**config.mk**
```make
export PLATFORM = sky130hd
export DESIGN_NAME = nsx_exec
export DESIGN_NICKNAME = d
export VERILOG_FILES = /design/src/rtl/nsx_exec.v /design/src/rtl/nsx_alu.v
export VERILOG_INCLUDE_DIRS = /design/src /design/src/rtl
export SDC_FILE = /design/constraint.sdc
export NUM_CORES = 1
export LEC_CHECK = 0
export BUFFER_PORTS_ARGS = -buffer_cell sky130_fd_sc_hd__clkbuf_2
export CORE_MARGIN = 2
export CORE_UTILIZATION = 40
export DETAILED_ROUTE_END_ITERATION = 8
export PLACE_DENSITY = 0.59
export SLEW_MARGIN = 15
export SYNTH_ARGS = -nofsm -noshare
export SYNTH_HDL_FRONTEND = slang
export SYNTH_SLANG_ARGS = --single-unit
```
**constraint.sdc**
```tcl
create_clock -name clock -period 3.1 [get_ports clock]
set_input_delay 0.465 -clock clock [delete_from_list [all_inputs] [get_ports clock]]
set_output_delay 0.465 -clock clock [all_outputs]
set_load 0.02 [all_outputs]
```
**src/rtl/nsx_regs.vh**
```
// opcode fields, encodings and reset values for the nibble swap / xor / direction-load executor
`ifndef NSX_REGS_VH
`define NSX_REGS_VH

// ----------------------------------------------------------------
// opcode fields
// ----------------------------------------------------------------
`define NSX_OPC_W          12
`define NSX_ADDR_MSB       4
`define NSX_DEST_BIT       5
`define NSX_LIT_MSB        7
`define NSX_TOP_MSB        11
`define NSX_TOP_LSB        6
`define NSX_PORT_MSB       2

// ----------------------------------------------------------------
// encodings
// ----------------------------------------------------------------
`define NSX_TOP_SWAP       6'h0e
`define NSX_TOP_XORF       6'h06
`define NSX_XORL_TOP       4'hf
`define NSX_DIRLD_HI       9'h000
`define NSX_DIR_PORT_SEL   3'h6

// ----------------------------------------------------------------
// sizes and reset values
// ----------------------------------------------------------------
`define NSX_FILE_DEPTH     32
`define NSX_W_RESET        8'h00
`define NSX_DIR_RESET      8'hff
`define NSX_FILE_RESET     8'h00

`endif

```
**src/rtl/nsx_exec.v**
```verilog
// decode and execute for nibble swap, xor literal, xor file and direction load
`timescale 1ns/1ns
`include "nsx_regs.vh"

module nsx_exec
(
    clock,
    rstn,
    instr_valid,
    instr,
    w_reg,
    zero_flag,
    port_dir,
    file_wr_en,
    file_wr_addr,
    file_wr_data,
    done
);
    input  wire                    clock;
    input  wire                    rstn;
    input  wire                    instr_valid;
    input  wire [`NSX_OPC_W-1:0]   instr;
    output reg  [7:0]              w_reg;
    output reg                     zero_flag;
    output reg  [7:0]              port_dir;
    output reg                     file_wr_en;
    output reg  [4:0]              file_wr_addr;
    output reg  [7:0]              file_wr_data;
    output reg                     done;

    // ----------------------------------------------------------------
    // file register storage
    // ----------------------------------------------------------------
    // kept inside the block; the registered write port only mirrors updates
    reg  [7:0] file_mem [0:`NSX_FILE_DEPTH-1];

    // ----------------------------------------------------------------
    // instruction fields
    // ----------------------------------------------------------------
    wire [4:0] addr     = instr[`NSX_ADDR_MSB:0];
    wire       dest     = instr[`NSX_DEST_BIT];
    wire [7:0] lit      = instr[`NSX_LIT_MSB:0];
    wire [5:0] top      = instr[`NSX_TOP_MSB:`NSX_TOP_LSB];
    wire [3:0] top_nib  = instr[`NSX_TOP_MSB:`NSX_LIT_MSB+1];
    wire [8:0] dirld_hi = instr[`NSX_TOP_MSB:`NSX_PORT_MSB+1];
    wire [2:0] port_sel = instr[`NSX_PORT_MSB:0];

    // ----------------------------------------------------------------
    // decode
    // ----------------------------------------------------------------
    reg        nibble_swap_op;
    reg        xor_file_op;
    reg        xor_literal_op;
    reg        port_direction_load_op;

    // encodings outside the four handled here fall through as no-ops
    always @*
    begin
        nibble_swap_op         = 1'b0;
        xor_file_op            = 1'b0;
        xor_literal_op         = 1'b0;
        port_direction_load_op = 1'b0;
        if (instr_valid)
        begin
            if (top == `NSX_TOP_SWAP)
            begin
                nibble_swap_op = 1'b1;
            end
            if (top == `NSX_TOP_XORF)
            begin
                xor_file_op = 1'b1;
            end
            if (top_nib == `NSX_XORL_TOP)
            begin
                xor_literal_op = 1'b1;
            end
            // only select 6 names a direction register; other selects do nothing
            if ((dirld_hi == `NSX_DIRLD_HI) && (port_sel == `NSX_DIR_PORT_SEL))
            begin
                port_direction_load_op = 1'b1;
            end
        end
    end

    // ----------------------------------------------------------------
    // operand read and result unit
    // ----------------------------------------------------------------
    wire [7:0] f_val = file_mem[addr];
    wire [7:0] result;
    wire       result_zero;

    nsx_alu u_alu
    (
        .op_swap (nibble_swap_op),
        .op_xorf (xor_file_op),
        .op_xorl (xor_literal_op),
        .w_val   (w_reg),
        .f_val   (f_val),
        .lit     (lit),
        .result  (result),
        .zero    (result_zero)
    );

    // ----------------------------------------------------------------
    // result routing
    // ----------------------------------------------------------------
    reg        to_file;
    reg        to_w;
    reg        flags_touch;

    always @*
    begin
        to_file     = 1'b0;
        to_w        = 1'b0;
        flags_touch = 1'b0;
        if (nibble_swap_op || xor_file_op)
        begin
            if (dest)
            begin
                to_file = 1'b1;
            end
            else
            begin
                to_w = 1'b1;
            end
        end
        if (xor_literal_op)
        begin
            to_w = 1'b1;
        end
        // a swap leaves the zero flag alone, unlike the two xor forms
        if (xor_file_op || xor_literal_op)
        begin
            flags_touch = 1'b1;
        end
    end

    // ----------------------------------------------------------------
    // next register values
    // ----------------------------------------------------------------
    reg  [7:0] next_w_reg;
    reg        next_zero_flag;
    reg  [7:0] next_port_dir;
    reg        next_file_wr_en;
    reg  [4:0] next_file_wr_addr;
    reg  [7:0] next_file_wr_data;
    reg        next_done;

    always @*
    begin
        next_w_reg        = w_reg;
        next_zero_flag    = zero_flag;
        next_port_dir     = port_dir;
        next_file_wr_en   = to_file;
        next_file_wr_addr = addr;
        next_file_wr_data = result;
        next_done         = instr_valid;
        if (to_w)
        begin
            next_w_reg = result;
        end
        if (flags_touch)
        begin
            next_zero_flag = result_zero;
        end
        if (port_direction_load_op)
        begin
            next_port_dir = w_reg;
        end
    end

    // ----------------------------------------------------------------
    // file register write, same edge as the working register
    // ----------------------------------------------------------------
    integer i;

    always @(posedge clock or negedge rstn)
    begin
        if (!rstn)
        begin
            for (i = 0; i < `NSX_FILE_DEPTH; i = i + 1)
            begin
                file_mem[i] <= `NSX_FILE_RESET;
            end
        end
        else if (to_file)
        begin
            file_mem[addr] <= result;
        end
    end

    // ----------------------------------------------------------------
    // working register and zero flag
    // ----------------------------------------------------------------
    always @(posedge clock or negedge rstn)
    begin
        if (!rstn)
        begin
            w_reg     <= `NSX_W_RESET;
            zero_flag <= 1'b0;
        end
        else
        begin
            w_reg     <= next_w_reg;
            zero_flag <= next_zero_flag;
        end
    end

    // ----------------------------------------------------------------
    // port direction register
    // ----------------------------------------------------------------
    always @(posedge clock or negedge rstn)
    begin
        if (!rstn)
        begin
            port_dir <= `NSX_DIR_RESET;
        end
        else
        begin
            port_dir <= next_port_dir;
        end
    end

    // ----------------------------------------------------------------
    // write port mirror, a pulse per file register update
    // ----------------------------------------------------------------
    always @(posedge clock or negedge rstn)
    begin
        if (!rstn)
        begin
            file_wr_en   <= 1'b0;
            file_wr_addr <= 5'h00;
            file_wr_data <= 8'h00;
        end
        else
        begin
            file_wr_en   <= next_file_wr_en;
            file_wr_addr <= next_file_wr_addr;
            file_wr_data <= next_file_wr_data;
        end
    end

    // ----------------------------------------------------------------
    // completion pulse, one cycle per accepted instruction
    // ----------------------------------------------------------------
    always @(posedge clock or negedge rstn)
    begin
        if (!rstn)
        begin
            done <= 1'b0;
        end
        else
        begin
            done <= next_done;
        end
    end
endmodule

```
**src/rtl/nsx_alu.v**
```verilog
// combinational result unit for the swap and the two xor instructions
`timescale 1ns/1ns
module nsx_alu
(
    op_swap,
    op_xorf,
    op_xorl,
    w_val,
    f_val,
    lit,
    result,
    zero
);
    input  wire       op_swap;
    input  wire       op_xorf;
    input  wire       op_xorl;
    input  wire [7:0] w_val;
    input  wire [7:0] f_val;
    input  wire [7:0] lit;
    output reg  [7:0] result;
    output wire       zero;

    always @*
    begin
        result = 8'h00;
        if (op_swap)
            result = {f_val[3:0], f_val[7:4]};
        else if (op_xorf)
            result = w_val ^ f_val;
        else if (op_xorl)
            result = w_val ^ lit;
    end

    assign zero = (result == 8'h00);
endmodule

```
# Word level (Yosys, flattened, before mapping)
# Cells that the tools add are included.
totals:
  register_bits: 288
  inputBits: 15
  wordCells: 77
op_classes:
  magnitude_cmp: 2
  n_eq_ne: 4
  n_mux: 23
  bitwise: 3
  reduce_logical: 6
ops:
  columns: ["operator", "n"]
  rows:
  - ["bitwise mux 256 bit", 1]
  - ["2-to-1 mux 8 bit", 6]
  - ["binary-select mux 8 bit (select 5 bit)", 1]
  - ["demux 8 bit (select 5 bit)", 1]
  - ["bitwise XOR 8 bit", 2]
  - ["2-to-1 mux 1 bit", 14]
  - ["logical NOT 9 bit", 1]
  - ["logical NOT 8 bit", 1]
  - ["== test 6 x 3 -> 1 bit (second input constant)", 1]
  - ["== test 6 x 4 -> 1 bit (second input constant)", 1]
  - [">= comparator 6 bit (second input constant)", 1]
  - ["less-than comparator 6 x 1 -> 1 bit (second input constant)", 1]
  - ["NOT 5 -> 6 bit", 1]
  - ["== test 4 bit (second input constant)", 1]
  - ["== test 3 bit (second input constant)", 1]
  - ["logical AND 1 bit", 2]
  - ["logical OR 1 bit", 2]

# Longest topological paths before layout
# Gate-level depths: netlist (run 1).
logic_depth:
  word_depth: 8
  depth_mapped: 12

# Hierarchy
# From an unflattened synthesis (run 1), not the netlist that was laid out.
unflattened:
  hier_cells: 980
  hier_area_um2: 13356.6
modules_own_cells:
  columns: ["module", "instances", "cells_each", "area_each_um2", "seq_area_each_um2"]
  rows:
  - ["nsx_exec", 1, 921, 12927.4, 7216.9]
  - ["nsx_alu", 1, 59, 429.2, 0.0]

# Worst setup path after synthesis (run 1)
# Ideal clock, no wire load.
synth_timing:
  path_kind: "input to register"
  startpoint: "input port instr[0]"
  endpoint: "register file_mem[250] (netlist name)"
  setup_ps: 132
  arrival_time_ps: 2758
  required_time_ps: 2968
  slack_ps: 210
  cell_stages: 12
  path_cell_list: "buf_4 -> buf_6 -> buf_2 -> buf_4 -> mux2i_1 -> o22ai_1 -> nor4_1 -> nand2_1 -> xor2_1 -> a221oi_2 -> buf_2 -> o21ai_0"
synth_between:
  elab_chain_len: 8
  word_cells_on_any_way: 13
  cone_classes: "order compare (2); mux (8); bitwise (2); reduce/logical (1)"
synth_rtl:
  columns: ["item", "line", "text"]
  rows:
  - ["start: declaration", "nsx_exec.v:22", "input wire [`NSX_OPC_W-1:0] instr;"]
  - ["NOT 5 -> 6 bit (implied by the code) (*)", "nsx_exec.v:88, nsx_exec.v:188", null]
  - ["binary-select mux 8 bit (select 5 bit)", "nsx_exec.v:88", "wire [7:0] f_val = file_mem[addr];"]
  - ["2-to-1 mux 8 bit (implied by the code) (2 in series)", "nsx_exec.v:88", null]
  - ["bitwise XOR 8 bit", "nsx_alu.v:29", "result = w_val ^ f_val;"]
  - ["2-to-1 mux 8 bit", "nsx_alu.v:28", "else if (op_xorf)"]
  - ["2-to-1 mux 8 bit", "nsx_alu.v:26", "if (op_swap)"]
  - ["bitwise mux 256 bit (*)", "nsx_exec.v:188", "file_mem[addr] <= result;"]
  - ["end signal: indexed assignment", "nsx_exec.v:183", "file_mem[i] <= `NSX_FILE_RESET;"]
  - ["end signal: indexed assignment", "nsx_exec.v:188", null]
  - ["end: declaration", "nsx_exec.v:35", "reg [7:0] file_mem [0:`NSX_FILE_DEPTH-1];"]
# Every way passes the cells marked *; elsewhere a longest branch is shown, timed or not. The select of a mux whose other input is x is not followed.
# A chain may end at the register's enable or synchronous reset.

# Final worst setup path (run 1)
layout_timing:
  startpoint: "input port instr[2]"
  endpoint: "register zero_flag"
layout_between:
  elab_chain_len: 8
  word_cells_on_any_way: 10
  cone_classes: "mux (6); bitwise (3); reduce/logical (1)"
layout_rtl:
  columns: ["item", "line", "text"]
  rows:
  - ["NOT 5 -> 6 bit (implied by the code)", "nsx_exec.v:88", null]
  - ["binary-select mux 8 bit (select 5 bit)", "nsx_exec.v:88", null]
  - ["2-to-1 mux 8 bit (implied by the code) (2 in series)", "nsx_exec.v:88", null]
  - ["bitwise XOR 8 bit", "nsx_alu.v:29", null]
  - ["2-to-1 mux 8 bit", "nsx_alu.v:28", null]
  - ["2-to-1 mux 8 bit (*)", "nsx_alu.v:26", null]
  - ["logical NOT 8 bit (*)", "nsx_alu.v:34", "assign zero = (result == 8'h00);"]
  - ["end signal: assignment", "nsx_exec.v:205", "zero_flag <= next_zero_flag;"]
  - ["end: declaration", "nsx_exec.v:24", "output reg zero_flag;"]
# Marks and branches as above.

==> summary.txt, run 1 <==
Outcome
  – Run status: finished, final reports clean

Logic synthesis
  – Synthesized area per cell: 11.5 µm²
  – Cell accounting for the most synthesized area: sky130_fd_sc_hd__dfrtp_1
  – List of most frequent post-synthesis cells: sky130_fd_sc_hd__dfrtp_1 (280), sky130_fd_sc_hd__nor2_1 (140), sky130_fd_sc_hd__mux2_2 (136), sky130_fd_sc_hd__mux2i_1 (129), sky130_fd_sc_hd__a21oi_1 (107)
  – Most used flip-flop cell after synthesis: sky130_fd_sc_hd__dfrtp_1
  – Total of flip-flops plus latches after synthesis: around 290
  – Post-synthesis cell count: approximately 1,100
  – Unique masters post-synth: 47
  – Share of Yosys cell area claimed by the top area cell type: 0.536
  – Number of nets in the synthesized netlist: 1,151
  – EDFF count, synth: 0
  – Portion of the post-synthesis area used by sequential elements: 0.552
  – Mapped Area: roughly 0.013 mm²
  – Async set or reset register ratio after synthesis: 1.00
  – Count leader, synth: sky130_fd_sc_hd__dfrtp_1
  – YS warnings: 0
  – Ranking of synthesized cells by area: sky130_fd_sc_hd__dfrtp_1 (54%), sky130_fd_sc_hd__mux2_2 (12%), sky130_fd_sc_hd__mux2i_1 (9.9%)

STA
  – Clock Skews: ~0.014 ns
  – Final critical delay including setup and external delays: approximately 2.7 ns
  – Fraction of the cycle the final worst path needs: 0.884
  – Slew @ Worst Pin: approximately 0.75 ns
  – Worst hold margin: 0.0572 ns
  – Max-slew violation total from the final report: 0
  – Max_slew headroom: 0.497
  – Finish-stage setup viols: 0
  – Total negative setup slack: 0 ns
  – Unrepaired setup endpoints after global routing: no
  – Worst Slack Setup Final: between 0.3 and 0.4 ns
  – Maximum clock frequency: 0.365 GHz
  – Number of hold violations in the final report: 0

Worst setup path
  – Worst Path Class, Setup: input pin to flop
  – Crit path DAT: around 3.2 ns
  – Type of destination of the critical path: flop
  – Crit start category: input pin
  – Critical path peak fanout: 19
  – WP data required: 3.58 ns

Clocking
  – Number of clock sinks: about 290
  – Clock Tree Root: sky130_fd_sc_hd__clkbuf_16
  – CTS tree: built
  – Clock latency reported for the late side of the worst-skew pair: between 0.5 and 0.6 ns
  – CTS resizes: 0
  – Clock-pin slew of the registers on the worst-case setup and hold paths: 0.06 ns
  – Post-CTS repair timing setup buffer count: 0
  – CTS buffer count: 31
  – Buffer depth of the longest clock path: 3
  – Count of H-tree levels built during CTS: 1

Flow run
  – Max Cap Viol: 0

Floorplan
  – Effective utilization at floorplan: 0.404
  – Num ports: 47
  – Num rows: 66
  – Area of the core: between 0.03 and 0.04 mm²
  – Die width: approximately 180 µm
  – Total Die Area: approximately 0.034 mm²
  – Die Ht: around 180 µm

Place
  – Post-Place Setup Slack: -0.201 ns
  – Count of buffers inserted at the top-level ports: 46
  – Routability-driven placement congestion ratio: ~0.90
  – Cell area reported after detailed placement: ~0.015 mm²
  – DP Wirelength: between 20 and 30 mm
  – Placed instance count: roughly 1,700

Route
  – TritonRoute pass-1 iters: 5
  – Average detailed-routed wire length per instance: 20.4 µm
  – Detailed-route DRC error count: 0
  – Count of antenna-violating nets left after detailed routing: 0
  – Vias per inst: around 5.3
  – Via total after detailed routing: 9,253
  – Routed wire length: 35.5 mm
  – Number of DRC violations after detailed-routing iteration 0: between 600 and 700

Cells and area
  – Number of nets in the layout: approximately 1,300
  – Largest register FFs: roughly 260
  – Share of final-layout standard cells stronger than drive strength 1: 0.315
  – Post-Layout Cell Count: about 1,700
  – Growth of design area from synthesis to finish: 21.0%
  – Register bank with the most flops: file_mem
  – Antenna diode instance count: 0
  – Area of all placed cells without fillers: around 0.016 mm²

GRT
  – Maximum number of pins on one net before global-route repair: 82
  – Overall Global Routing Usage: 0.215
  – Via count of the first global-routing pass: approximately 9,100
  – Number of antenna violations at the first check in global routing: 0
  – First-pass GRT wire length: around 56 mm
  – Grt total ovfl: 0

Pwr
  – Power density of the placed cells: between 500 and 600 mW/mm²
  – Maximum vdd ir drop: between 400 and 500 µV
  – Leakage dissipation: slightly below 0.008 µW

Worst hold path
  – Worst hold-check path type: input pin to flop
-- worst max-delay path, cell delays in order --
cell                       delay [ns]
sky130_fd_sc_hd__clkbuf_2        0.24
sky130_fd_sc_hd__or4b_1          0.73
sky130_fd_sc_hd__o22ai_1         0.40
sky130_fd_sc_hd__nor4_1          0.14
sky130_fd_sc_hd__buf_4           0.16
sky130_fd_sc_hd__nand2_1         0.09
sky130_fd_sc_hd__xnor2_1         0.12
sky130_fd_sc_hd__o211ai_1        0.13
sky130_fd_sc_hd__or4_1           0.51
sky130_fd_sc_hd__o31ai_2         0.21
-- power breakdown --
group	internal, µW	total [µW]	switching (µW)
Clock	2190	3700	1520
Sequential	3790	3810	18.7
Combinational	161	414	253
-- worst paths after layout --
path,from,to,slack [ns],cells after the start
setup / recovery,instr[2],zero_flag,0.36,10
setup reg to reg,file_mem[20],file_mem[240],0.43,10
hold / removal,instr_valid,done,0.06,1
hold reg to reg,file_mem[238],file_mem[238],0.48,2
max in group asynchronous,rstn,port_dir[7],1.82,3
min in group asynchronous,rstn,file_mem[56],0.44,2
-- per-layer routing --
layer	part of all wire	wire length [µm]	global-route usage
met5	0	0	0
met4	0.030	1060	0.0657
met3	0.050	1780	0.0300
met2	0.45	16000	0.336
met1	0.47	16700	0.311
-- metrics by stage --
stage	util	total power [µW]
3_3_place_gp	0.456	4290
6_report	0.488	7930
5_1_grt	0.488	8210
3_5_place_dp	0.456	4290
4_1_cts	0.488	8010
2_1_floorplan	-	4060
-- what timing repair did --
action / CTS / global route
endpoints found under the hold margin: 57 / 0
hold buffers: 1 / 0
setup endpoints to repair: 0 / 0
-- final cells by class --
type	count	area, µm²
clock buffers	44	905
clock inverters	14	126
fillers	3031	16600
inverters	8	32.5
multi-input cells	748	5400
flip-flops and latches	288	7220
well taps	442	553
repair buffers	195	1580
-- cells by family (layout without fill, tap and decap cells) --
family / after synthesis / in the layout / synth area share
compound gates: 216 / 216 / 0.0931
flops: 288 / 288 / 0.552
buf+inv: 100 / 261 / 0.0374
mux: 266 / 266 / 0.217
simple gates: 253 / 253 / 0.0916
xor+xnor: 13 / 13 / 0.00871
-- cells in the final DEF, fill, tap and decap left out, types with 3 or more instances in the layout --
cell / instances
sky130_fd_sc_hd__nand2_1: 49
sky130_fd_sc_hd__nor3_1: 3
sky130_fd_sc_hd__clkbuf_1: 5
sky130_fd_sc_hd__clkinv_2: 10
sky130_fd_sc_hd__nor2b_1: 3
sky130_fd_sc_hd__buf_4: 131
sky130_fd_sc_hd__inv_1: 5
sky130_fd_sc_hd__nor4_1: 15
sky130_fd_sc_hd__dfrtp_1: 280
sky130_fd_sc_hd__clkbuf_2: 44
sky130_fd_sc_hd__nand4b_2: 4
sky130_fd_sc_hd__nor2_1: 140
sky130_fd_sc_hd__a21oi_1: 106
sky130_fd_sc_hd__clkbuf_16: 31
sky130_fd_sc_hd__mux2i_1: 129
sky130_fd_sc_hd__o21ai_0: 33
sky130_fd_sc_hd__or4_1: 4
sky130_fd_sc_hd__dfstp_2: 8
sky130_fd_sc_hd__clkbuf_8: 8
sky130_fd_sc_hd__mux2_2: 136
sky130_fd_sc_hd__nand4bb_1: 6
sky130_fd_sc_hd__nand4_1: 5
sky130_fd_sc_hd__o22ai_1: 64
sky130_fd_sc_hd__xor2_1: 11
sky130_fd_sc_hd__nand2b_1: 3
sky130_fd_sc_hd__buf_12: 17
sky130_fd_sc_hd__or4b_1: 3
sky130_fd_sc_hd__nand3_1: 7
Note: power is estimated with default switching activity, not from simulation.
==> run 2, diff against run 1 <==
- SYNTH_HIERARCHICAL: not set -> 1
==> run 2 against run 1 <==
Via count fell by 4.6%. Core utilization up 1.9 points. Setup slack lost 0.27 ns.
==> summary.txt, run 2 <==
Outcome
  – Run status: finished, final reports clean

Cells and area
  – Largest register FFs: about 260
  – Growth of design area from synthesis to finish: 24.3%
  – Post-Layout Cell Count: ~1,600
  – Register bank with the most flops: file_mem
  – Multi-input logic area: between 0.005 and 0.006 mm²
  – Share of final-layout standard cells stronger than drive strength 1: 0.519
  – FF/Latch Area: between 0.007 and 0.008 mm²
  – Most frequent cells in the layout: sky130_fd_sc_hd__dfrtp_1 (280), sky130_fd_sc_hd__mux2_2 (275), sky130_fd_sc_hd__buf_4 (164), sky130_fd_sc_hd__mux2i_1 (127), sky130_fd_sc_hd__o22ai_1 (60)
  – Fill cell total of the finished layout: 2,906
  – Most common cell after layout, fill and taps aside: sky130_fd_sc_hd__dfrtp_1
  – Antenna diode instance count: 0
  – Number of nets in the layout: roughly 1,200

Logic synthesis
  – Mapped Area: 0.0134 mm²
  – Portion of the post-synthesis area used by sequential elements: 0.540
  – Share of Yosys cell area claimed by the top area cell type: 0.525
  – Ranking of synthesized cells by area: sky130_fd_sc_hd__dfrtp_1 (52%), sky130_fd_sc_hd__mux2_2 (23%), sky130_fd_sc_hd__mux2i_1 (9.6%)
  – Count leader, synth: sky130_fd_sc_hd__dfrtp_1
  – Cell accounting for the most synthesized area: sky130_fd_sc_hd__dfrtp_1
  – Number of nets in the synthesized netlist: slightly below 1,000
  – EDFF count, synth: 0
  – YS warnings: 6
  – Synthesized area per cell: around 14 µm²
  – Unique masters post-synth: 53
  – Post-synthesis cell count: 980
  – List of most frequent post-synthesis cells: sky130_fd_sc_hd__dfrtp_1 (280), sky130_fd_sc_hd__mux2_2 (276), sky130_fd_sc_hd__mux2i_1 (128), sky130_fd_sc_hd__o22ai_1 (67), sky130_fd_sc_hd__clkbuf_1 (53)
  – Async set or reset register ratio after synthesis: 1.00
  – Most used flip-flop cell after synthesis: sky130_fd_sc_hd__dfrtp_1
  – Total of flip-flops plus latches after synthesis: around 290

Place
  – Placed instance count: roughly 1,600
  – DP Wirelength: between 20 and 30 mm
  – Count of buffers inserted at the top-level ports: 46
  – Routability-driven placement congestion ratio: about 0.85

Clocking
  – Clock latency reported for the late side of the worst-skew pair: between 0.5 and 0.6 ns
  – CTS buffer count: 31
  – Count of H-tree levels built during CTS: 1
  – Buffer depth of the longest clock path: 3
  – Clock-pin slew of the registers on the worst-case setup and hold paths: 0.06 ns
  – Number of clock sinks: roughly 290
  – Clock Tree Root: sky130_fd_sc_hd__clkbuf_16
  – CTS tree: built

STA
  – Finish-stage setup viols: 0
  – Number of hold violations in the final report: 0
  – Fraction of the cycle the final worst path needs: 0.971
  – Clock Skews: approximately 0.017 ns
  – Unrepaired setup endpoints after global routing: no
  – Final critical delay including setup and external delays: about 3 ns
  – Max_slew headroom: 0.582
  – Slew @ Worst Pin: between 0.6 and 0.7 ns
  – Worst hold margin: 0.0548 ns
  – Maximum clock frequency: approximately 0.33 GHz
  – Max-slew violation total from the final report: 0

Worst setup path
  – Type of destination of the critical path: flop
  – Capturing element of the worst setup path: zero_flag
  – Worst-case register-to-register setup slack: 0.22 ns
  – Worst Path Class, Setup: input pin to flop
  – Worst setup path start: instr[1]
  – WP data required: between 3 and 4 ns
  – Critical path peak fanout: 12
  – Crit start category: input pin
  – Worst flop-to-flop path startpoint: file_mem[74]
  – FF-to-FF path depth: 11
  – Crit path DAT: around 3.5 ns
  – Critical register-to-register path endpoint: zero_flag

GRT
  – Maximum number of pins on one net before global-route repair: just under 80
  – First-pass GRT wire length: around 57 mm
  – Overall Global Routing Usage: 0.209
  – Via count of the first global-routing pass: approximately 9,100
  – Grt total ovfl: 0
  – Number of antenna violations at the first check in global routing: 1

Floorplan
  – Die Ht: 187 µm
  – Effective utilization at floorplan: 0.408
  – Num rows: 66
  – Die width: roughly 190 µm
  – Total Die Area: 0.0349 mm²
  – Area of the core: 0.0327 mm²
  – Num ports: 47

Route
  – TritonRoute pass-1 iters: 5
  – Count of antenna-violating nets left after detailed routing: 0
  – Via total after detailed routing: roughly 8,800
  – Detailed-route DRC error count: 0
  – Vias per inst: roughly 5.4
  – Routed wire length: roughly 36 mm
  – Average detailed-routed wire length per instance: between 20 and 25 µm
  – Number of DRC violations after detailed-routing iteration 0: approximately 560

Pwr
  – Power density of the placed cells: slightly below 500 mW/mm²
  – Leakage dissipation: ~0.0081 µW
  – Maximum vdd ir drop: around 430 µV

Worst hold path
  – Worst hold-check path type: input pin to flop

Flow run
  – Max Cap Viol: 0
## run 2: power breakdown
| part | switching [µW] | internal [µW] |
|---|---|---|
| sequential | 11.0 | 3770 |
| clock | 1490 | 2280 |
| combinational | 261 | 168 |
## run 2: layout make-up
type,count,area share
multi-input combinational,619,0.359
sequential,288,0.435
clock inverter,13,0.0101
tap,442,0.0333
clock buffer,43,0.0525
inverter,6,0.00136
timing repair buffer,227,0.109
## run 2: how the worst min path moves through the flow
stage | startpoint | endpoint | slack (ns) | cells after the start
finish | instr_valid | done | 0.05 | 1
global route | instr_valid | done | 0.04 | 1
CTS | instr_valid | done | 0.03 | 1
detailed placement | file_mem[103] | file_mem[103] | 0.49 | 1
global placement | file_mem[103] | file_mem[103] | 0.48 | 1
floorplan | rstn | done | 0.17 | 0
## run 2: cell families after synthesis
| group | Yosys count | synth area share |
|---|---|---|
| AO/OA/AOI/OAI | 86 | 0.0412 |
| XOR/XNOR | 14 | 0.00918 |
| buffers and inverters | 73 | 0.0221 |
| flip-flops | 288 | 0.540 |
| multiplexers | 405 | 0.329 |
| AND/OR/NAND/NOR | 114 | 0.0577 |
## run 2: what timing repair did
| item | CTS | global route |
|---|---|---|
| setup endpoints to repair | 0 | 1 |
| gates resized for setup | 0 | 15 |
| endpoints found under the hold margin | 64 | 0 |
| hold buffers | 1 | 0 |
| setup buffers | 0 | 2 |
## run 2: per-layer routing
layer  GRT usage  wire length [µm]  share of wire
met1       0.297             17100           0.47
met2       0.336             16700           0.46
met3      0.0352              1750          0.048
met4      0.0501               831          0.023
met5           0                 0              0
## run 2: critical path, cell delays in order
cell	delay, ns
sky130_fd_sc_hd__buf_6	0.20
sky130_fd_sc_hd__buf_4	0.18
sky130_fd_sc_hd__buf_4	0.18
sky130_fd_sc_hd__buf_4	0.17
sky130_fd_sc_hd__mux2i_1	0.21
sky130_fd_sc_hd__o22ai_1	0.09
sky130_fd_sc_hd__buf_4	0.15
sky130_fd_sc_hd__nor4_1	0.39
sky130_fd_sc_hd__nand2_1	0.21
sky130_fd_sc_hd__xnor2_1	0.19
sky130_fd_sc_hd__o211ai_1	0.12
sky130_fd_sc_hd__or4b_1	0.53
sky130_fd_sc_hd__nor4b_2	0.23
sky130_fd_sc_hd__mux2_4	0.18
## run 2: per-stage QoR
stage               TNS (ns)  cell area (µm²)  setup WS [ns]   util  power (µW)
detailed placement    -57.87            15500         -0.495  0.473        4280
CTS                        0            16500         0.0734  0.505        8070
global placement      -58.69            15500         -0.508  0.473        4280
finish                     0            16600         0.0911  0.508        7980
global route               0            16600         0.0205  0.508        8270
floorplan                  0            13500        0.00274      -        4040
==> run 3, diff against run 2 <==
- ABC_AREA: not set -> 1
- PLACE_DENSITY: 0.59 -> 0.58
==> run 3 against run 2 <==
Total power grew 6.3%. Global-route usage up 1.7 points. Clock skew decreased by 0.0023 ns. Sequential share of layout area rose by 1.8 points. Via count up 36%. Routed wire length is 11% higher. Critical path type unchanged. Clock-buffer cell count up 8. Worst hold slack better by 0.053 ns.
==> summary.txt, run 3 <==
STA
  – Finish-stage setup viols: 0
  – Unrepaired setup endpoints after global routing: no
  – Max_slew headroom: 0.309
  – Total negative setup slack: 0 ns
  – Clock Skews: 0.0145 ns
  – Slew @ Worst Pin: roughly 1.0 ns
  – Fraction of the cycle the final worst path needs: 0.758
  – Number of hold violations in the final report: 0
  – Maximum clock frequency: between 0.4 and 0.5 GHz
  – Final critical delay including setup and external delays: 2.35 ns
  – Max-slew violation total from the final report: 0

Route
  – Number of DRC violations after detailed-routing iteration 0: about 820
  – Met2 wire length: around 18 mm
  – M1 wire length: 19.1 mm
  – DR top layer: met4
  – TritonRoute pass-1 iters: 6
  – Routed wire length: 40.2 mm
  – Detailed-route DRC error count: 0
  – Vias per inst: about 5
  – Count of antenna-violating nets left after detailed routing: 0
  – Met3 routed WL: 2.25 mm
  – Average detailed-routed wire length per instance: between 15 and 20 µm
  – Via total after detailed routing: ~12,000

Clocking
  – CTS tree: built
  – Buffer depth of the longest clock path: 3
  – Clock Tree Root: sky130_fd_sc_hd__clkbuf_16
  – CTS resizes: 0
  – Clock-pin slew of the registers on the worst-case setup and hold paths: 0.06 ns
  – Clock latency reported for the late side of the worst-skew pair: roughly 0.5 ns
  – CTS buffer count: 34
  – Count of H-tree levels built during CTS: 2
  – Number of clock sinks: ~290

Logic synthesis
  – Portion of netlist area occupied by mux cells: 0
  – Share of synthesized cell area in full adder, half adder and majority cells: 0
  – Portion of the post-synthesis area used by sequential elements: 0.515
  – EDFF count, synth: 0
  – Unique masters post-synth: 27
  – Async set or reset register ratio after synthesis: 1.00
  – Post-synthesis compound-gate area fraction: 0.105
  – Ranking of synthesized cells by area: sky130_fd_sc_hd__dfrtp_1 (50%), sky130_fd_sc_hd__nand2_1 (27%), sky130_fd_sc_hd__o21ai_1 (8.3%)
  – Most used flip-flop cell after synthesis: sky130_fd_sc_hd__dfrtp_1
  – Main combinational cell family by area after synthesis: simple AND/OR/NAND/NOR gates
  – Total of flip-flops plus latches after synthesis: 288
  – YS warnings: 6
  – Simple-gate share of the synthesized area: 0.322
  – Post-synthesis cell count: 1,882
  – Cell accounting for the most synthesized area: sky130_fd_sc_hd__dfrtp_1
  – Mapped Area: roughly 0.014 mm²
  – List of most frequent post-synthesis cells: sky130_fd_sc_hd__nand2_1 (1,010), sky130_fd_sc_hd__dfrtp_1 (280), sky130_fd_sc_hd__o21ai_1 (232), sky130_fd_sc_hd__inv_1 (63), sky130_fd_sc_hd__nor2_1 (49)
  – Synth Area in XOR/XNOR: 0
  – Count leader, synth: sky130_fd_sc_hd__nand2_1
  – Synthesized area per cell: approximately 7.4 µm²
  – Share of Yosys cell area claimed by the top area cell type: 0.500
  – Number of nets in the synthesized netlist: approximately 1,900

Worst setup path
  – Cells along the critical path: buf_4 -> inv_4 -> buf_12 -> buf_4 -> nand2_1 -> nand2_1 -> nand2_1 -> nand2_1 -> nand2_1 -> nand2_1 -> nor2_1 -> nand2_1 -> inv_1 -> nand2_1 -> nand3_1 -> nand3_1 -> nand2_1 -> inv_1 -> inv_1 -> buf_12 -> o21ai_1
  – Worst Path Class, Setup: input pin to flop
  – FF-to-FF path depth: 17
  – Crit path DAT: ~2.8 ns
  – Most frequent CP cell: sky130_fd_sc_hd__nand2_1
  – Critical path peak fanout: 36
  – Worst flop-to-flop path startpoint: file_mem[50]
  – CP bufs+invs: 8
  – WP data required: ~3.5 ns
  – Crit start category: input pin
  – Worst-case register-to-register setup slack: 0.87 ns
  – Highest-delay cell along the critical path: sky130_fd_sc_hd__buf_12
  – Cell family with the largest share of critical-path delay: buffers and inverters
  – Largest incremental delay on the critical path: ~0.22 ns
  – Critical register-to-register path endpoint: file_mem[122]
  – Worst setup path start: instr[0]
  – Type of destination of the critical path: flop

GRT
  – Number of antenna violations at the first check in global routing: 0
  – Maximum number of pins on one net before global-route repair: 84
  – Via count of the first global-routing pass: between 10,000 and 15,000
  – Overall Global Routing Usage: 0.227
  – Grt total ovfl: 0
  – First-pass GRT wire length: ~64 mm

Outcome
  – Run status: finished, final reports clean

Worst hold path
  – End point of the most critical hold path: done
  – Worst Hold Launch: instr_valid
  – Worst hold stages: 1
  – Worst hold-check path type: input pin to flop

Floorplan
  – Num ports: 47
  – Die width: roughly 190 µm
  – Num rows: 68
  – Area of the core: 0.0345 mm²
  – Effective utilization at floorplan: 0.405
  – Total Die Area: 0.0365 mm²
  – Die Ht: 191 µm

Pwr
  – Power density of the placed cells: 532 mW/mm²
  – Maximum vdd ir drop: 379 µV
  – Overall Power: around 8500 µW
  – Leakage dissipation: roughly 0.0080 µW

Place
  – DP Wirelength: 25.5 mm
  – Count of buffers inserted at the top-level ports: between 40 and 50
  – Routability-driven placement congestion ratio: ~0.91

Cells and area
  – Multi-input logic area: 0.00598 mm²
  – Antenna diode instance count: 0
  – Most frequent cells in the layout: sky130_fd_sc_hd__nand2_1 (1,010), sky130_fd_sc_hd__dfrtp_1 (280), sky130_fd_sc_hd__o21ai_1 (232), sky130_fd_sc_hd__inv_1 (62), sky130_fd_sc_hd__nor2_1 (49)
  – Most common cell after layout, fill and taps aside: sky130_fd_sc_hd__nand2_1
  – Number of nets in the layout: 1,913
  – Largest register FFs: around 260
  – Register bank with the most flops: file_mem
  – Share of final-layout standard cells stronger than drive strength 1: 0.120
  – Growth of design area from synthesis to finish: 13.8%
  – FF/Latch Area: between 0.007 and 0.008 mm²
  – Fill cell total of the finished layout: 3,516

Flow run
  – Max Cap Viol: 0
[run 3: cells by family (layout without fill, tap and decap cells)]
logic type / after synthesis / after routing
AOI/OAI and AO/OA: 275 / 275
and+or+nand+nor: 1139 / 1139
buffers and inverters: 180 / 218
DFF: 288 / 288
[run 3: power breakdown]
part	switching [µW]	internal, µW
Combinational	374	110
Clock	1580	2590
Sequential	36.9	3790
[run 3: area by class of cell]
class | count | area share
timing repair buffer | 86 | 0.0460
multi-input combinational | 1414 | 0.375
clock buffer | 51 | 0.0637
clock inverter | 7 | 0.00871
sequential | 288 | 0.453
tap | 455 | 0.0357
inverter | 74 | 0.0177
[run 3: layer usage]
metal  track usage  up-vias
met5             0        -
met4        0.0704        0
met1         0.330     5675
met3        0.0375       72
met2         0.346      336
li1              -     5899
[run 3: metrics by stage]
| step | cell area [µm²] | utilization | setup slack [ns] | cells | hold slack, ns |
|---|---|---|---|---|---|
| floorplan | 14000 | - | 0.678 | 1882 | 0.169 |
| global placement | 14800 | 0.428 | 0.308 | 2316 | 0.465 |
| detailed placement | 14800 | 0.428 | 0.300 | 2316 | 0.469 |
| CTS | 15900 | 0.461 | 0.809 | 2375 | 0.0914 |
| global route | 15900 | 0.461 | 0.588 | 2375 | 0.0901 |
| finish | 15900 | 0.461 | 0.749 | 2375 | 0.108 |
[run 3: worst reg2reg max path: cells and delay by family (launching register included)]
| kind | cells | cell delay [ns] |
|---|---|---|
| compound gates | 1 | 0.13 |
| buf+inv | 4 | 0.51 |
| flops | 1 | 0.37 |
| simple gates | 12 | 1.10 |
[run 3: worst max-delay path by stage]
stage	endpoint	slack (ns)	cells after the start
finish	file_mem[206]	0.75	21
global route	file_mem[206]	0.59	21
CTS	file_mem[206]	0.81	21
detailed placement	file_mem[46]	0.30	21
global placement	file_mem[174]	0.31	20
floorplan	file_mem[11]	0.68	17
[run 3: timing repair]
action,CTS,global route
setup buffers,0,0
hold buffers,1,0
endpoints found under the hold margin,22,0
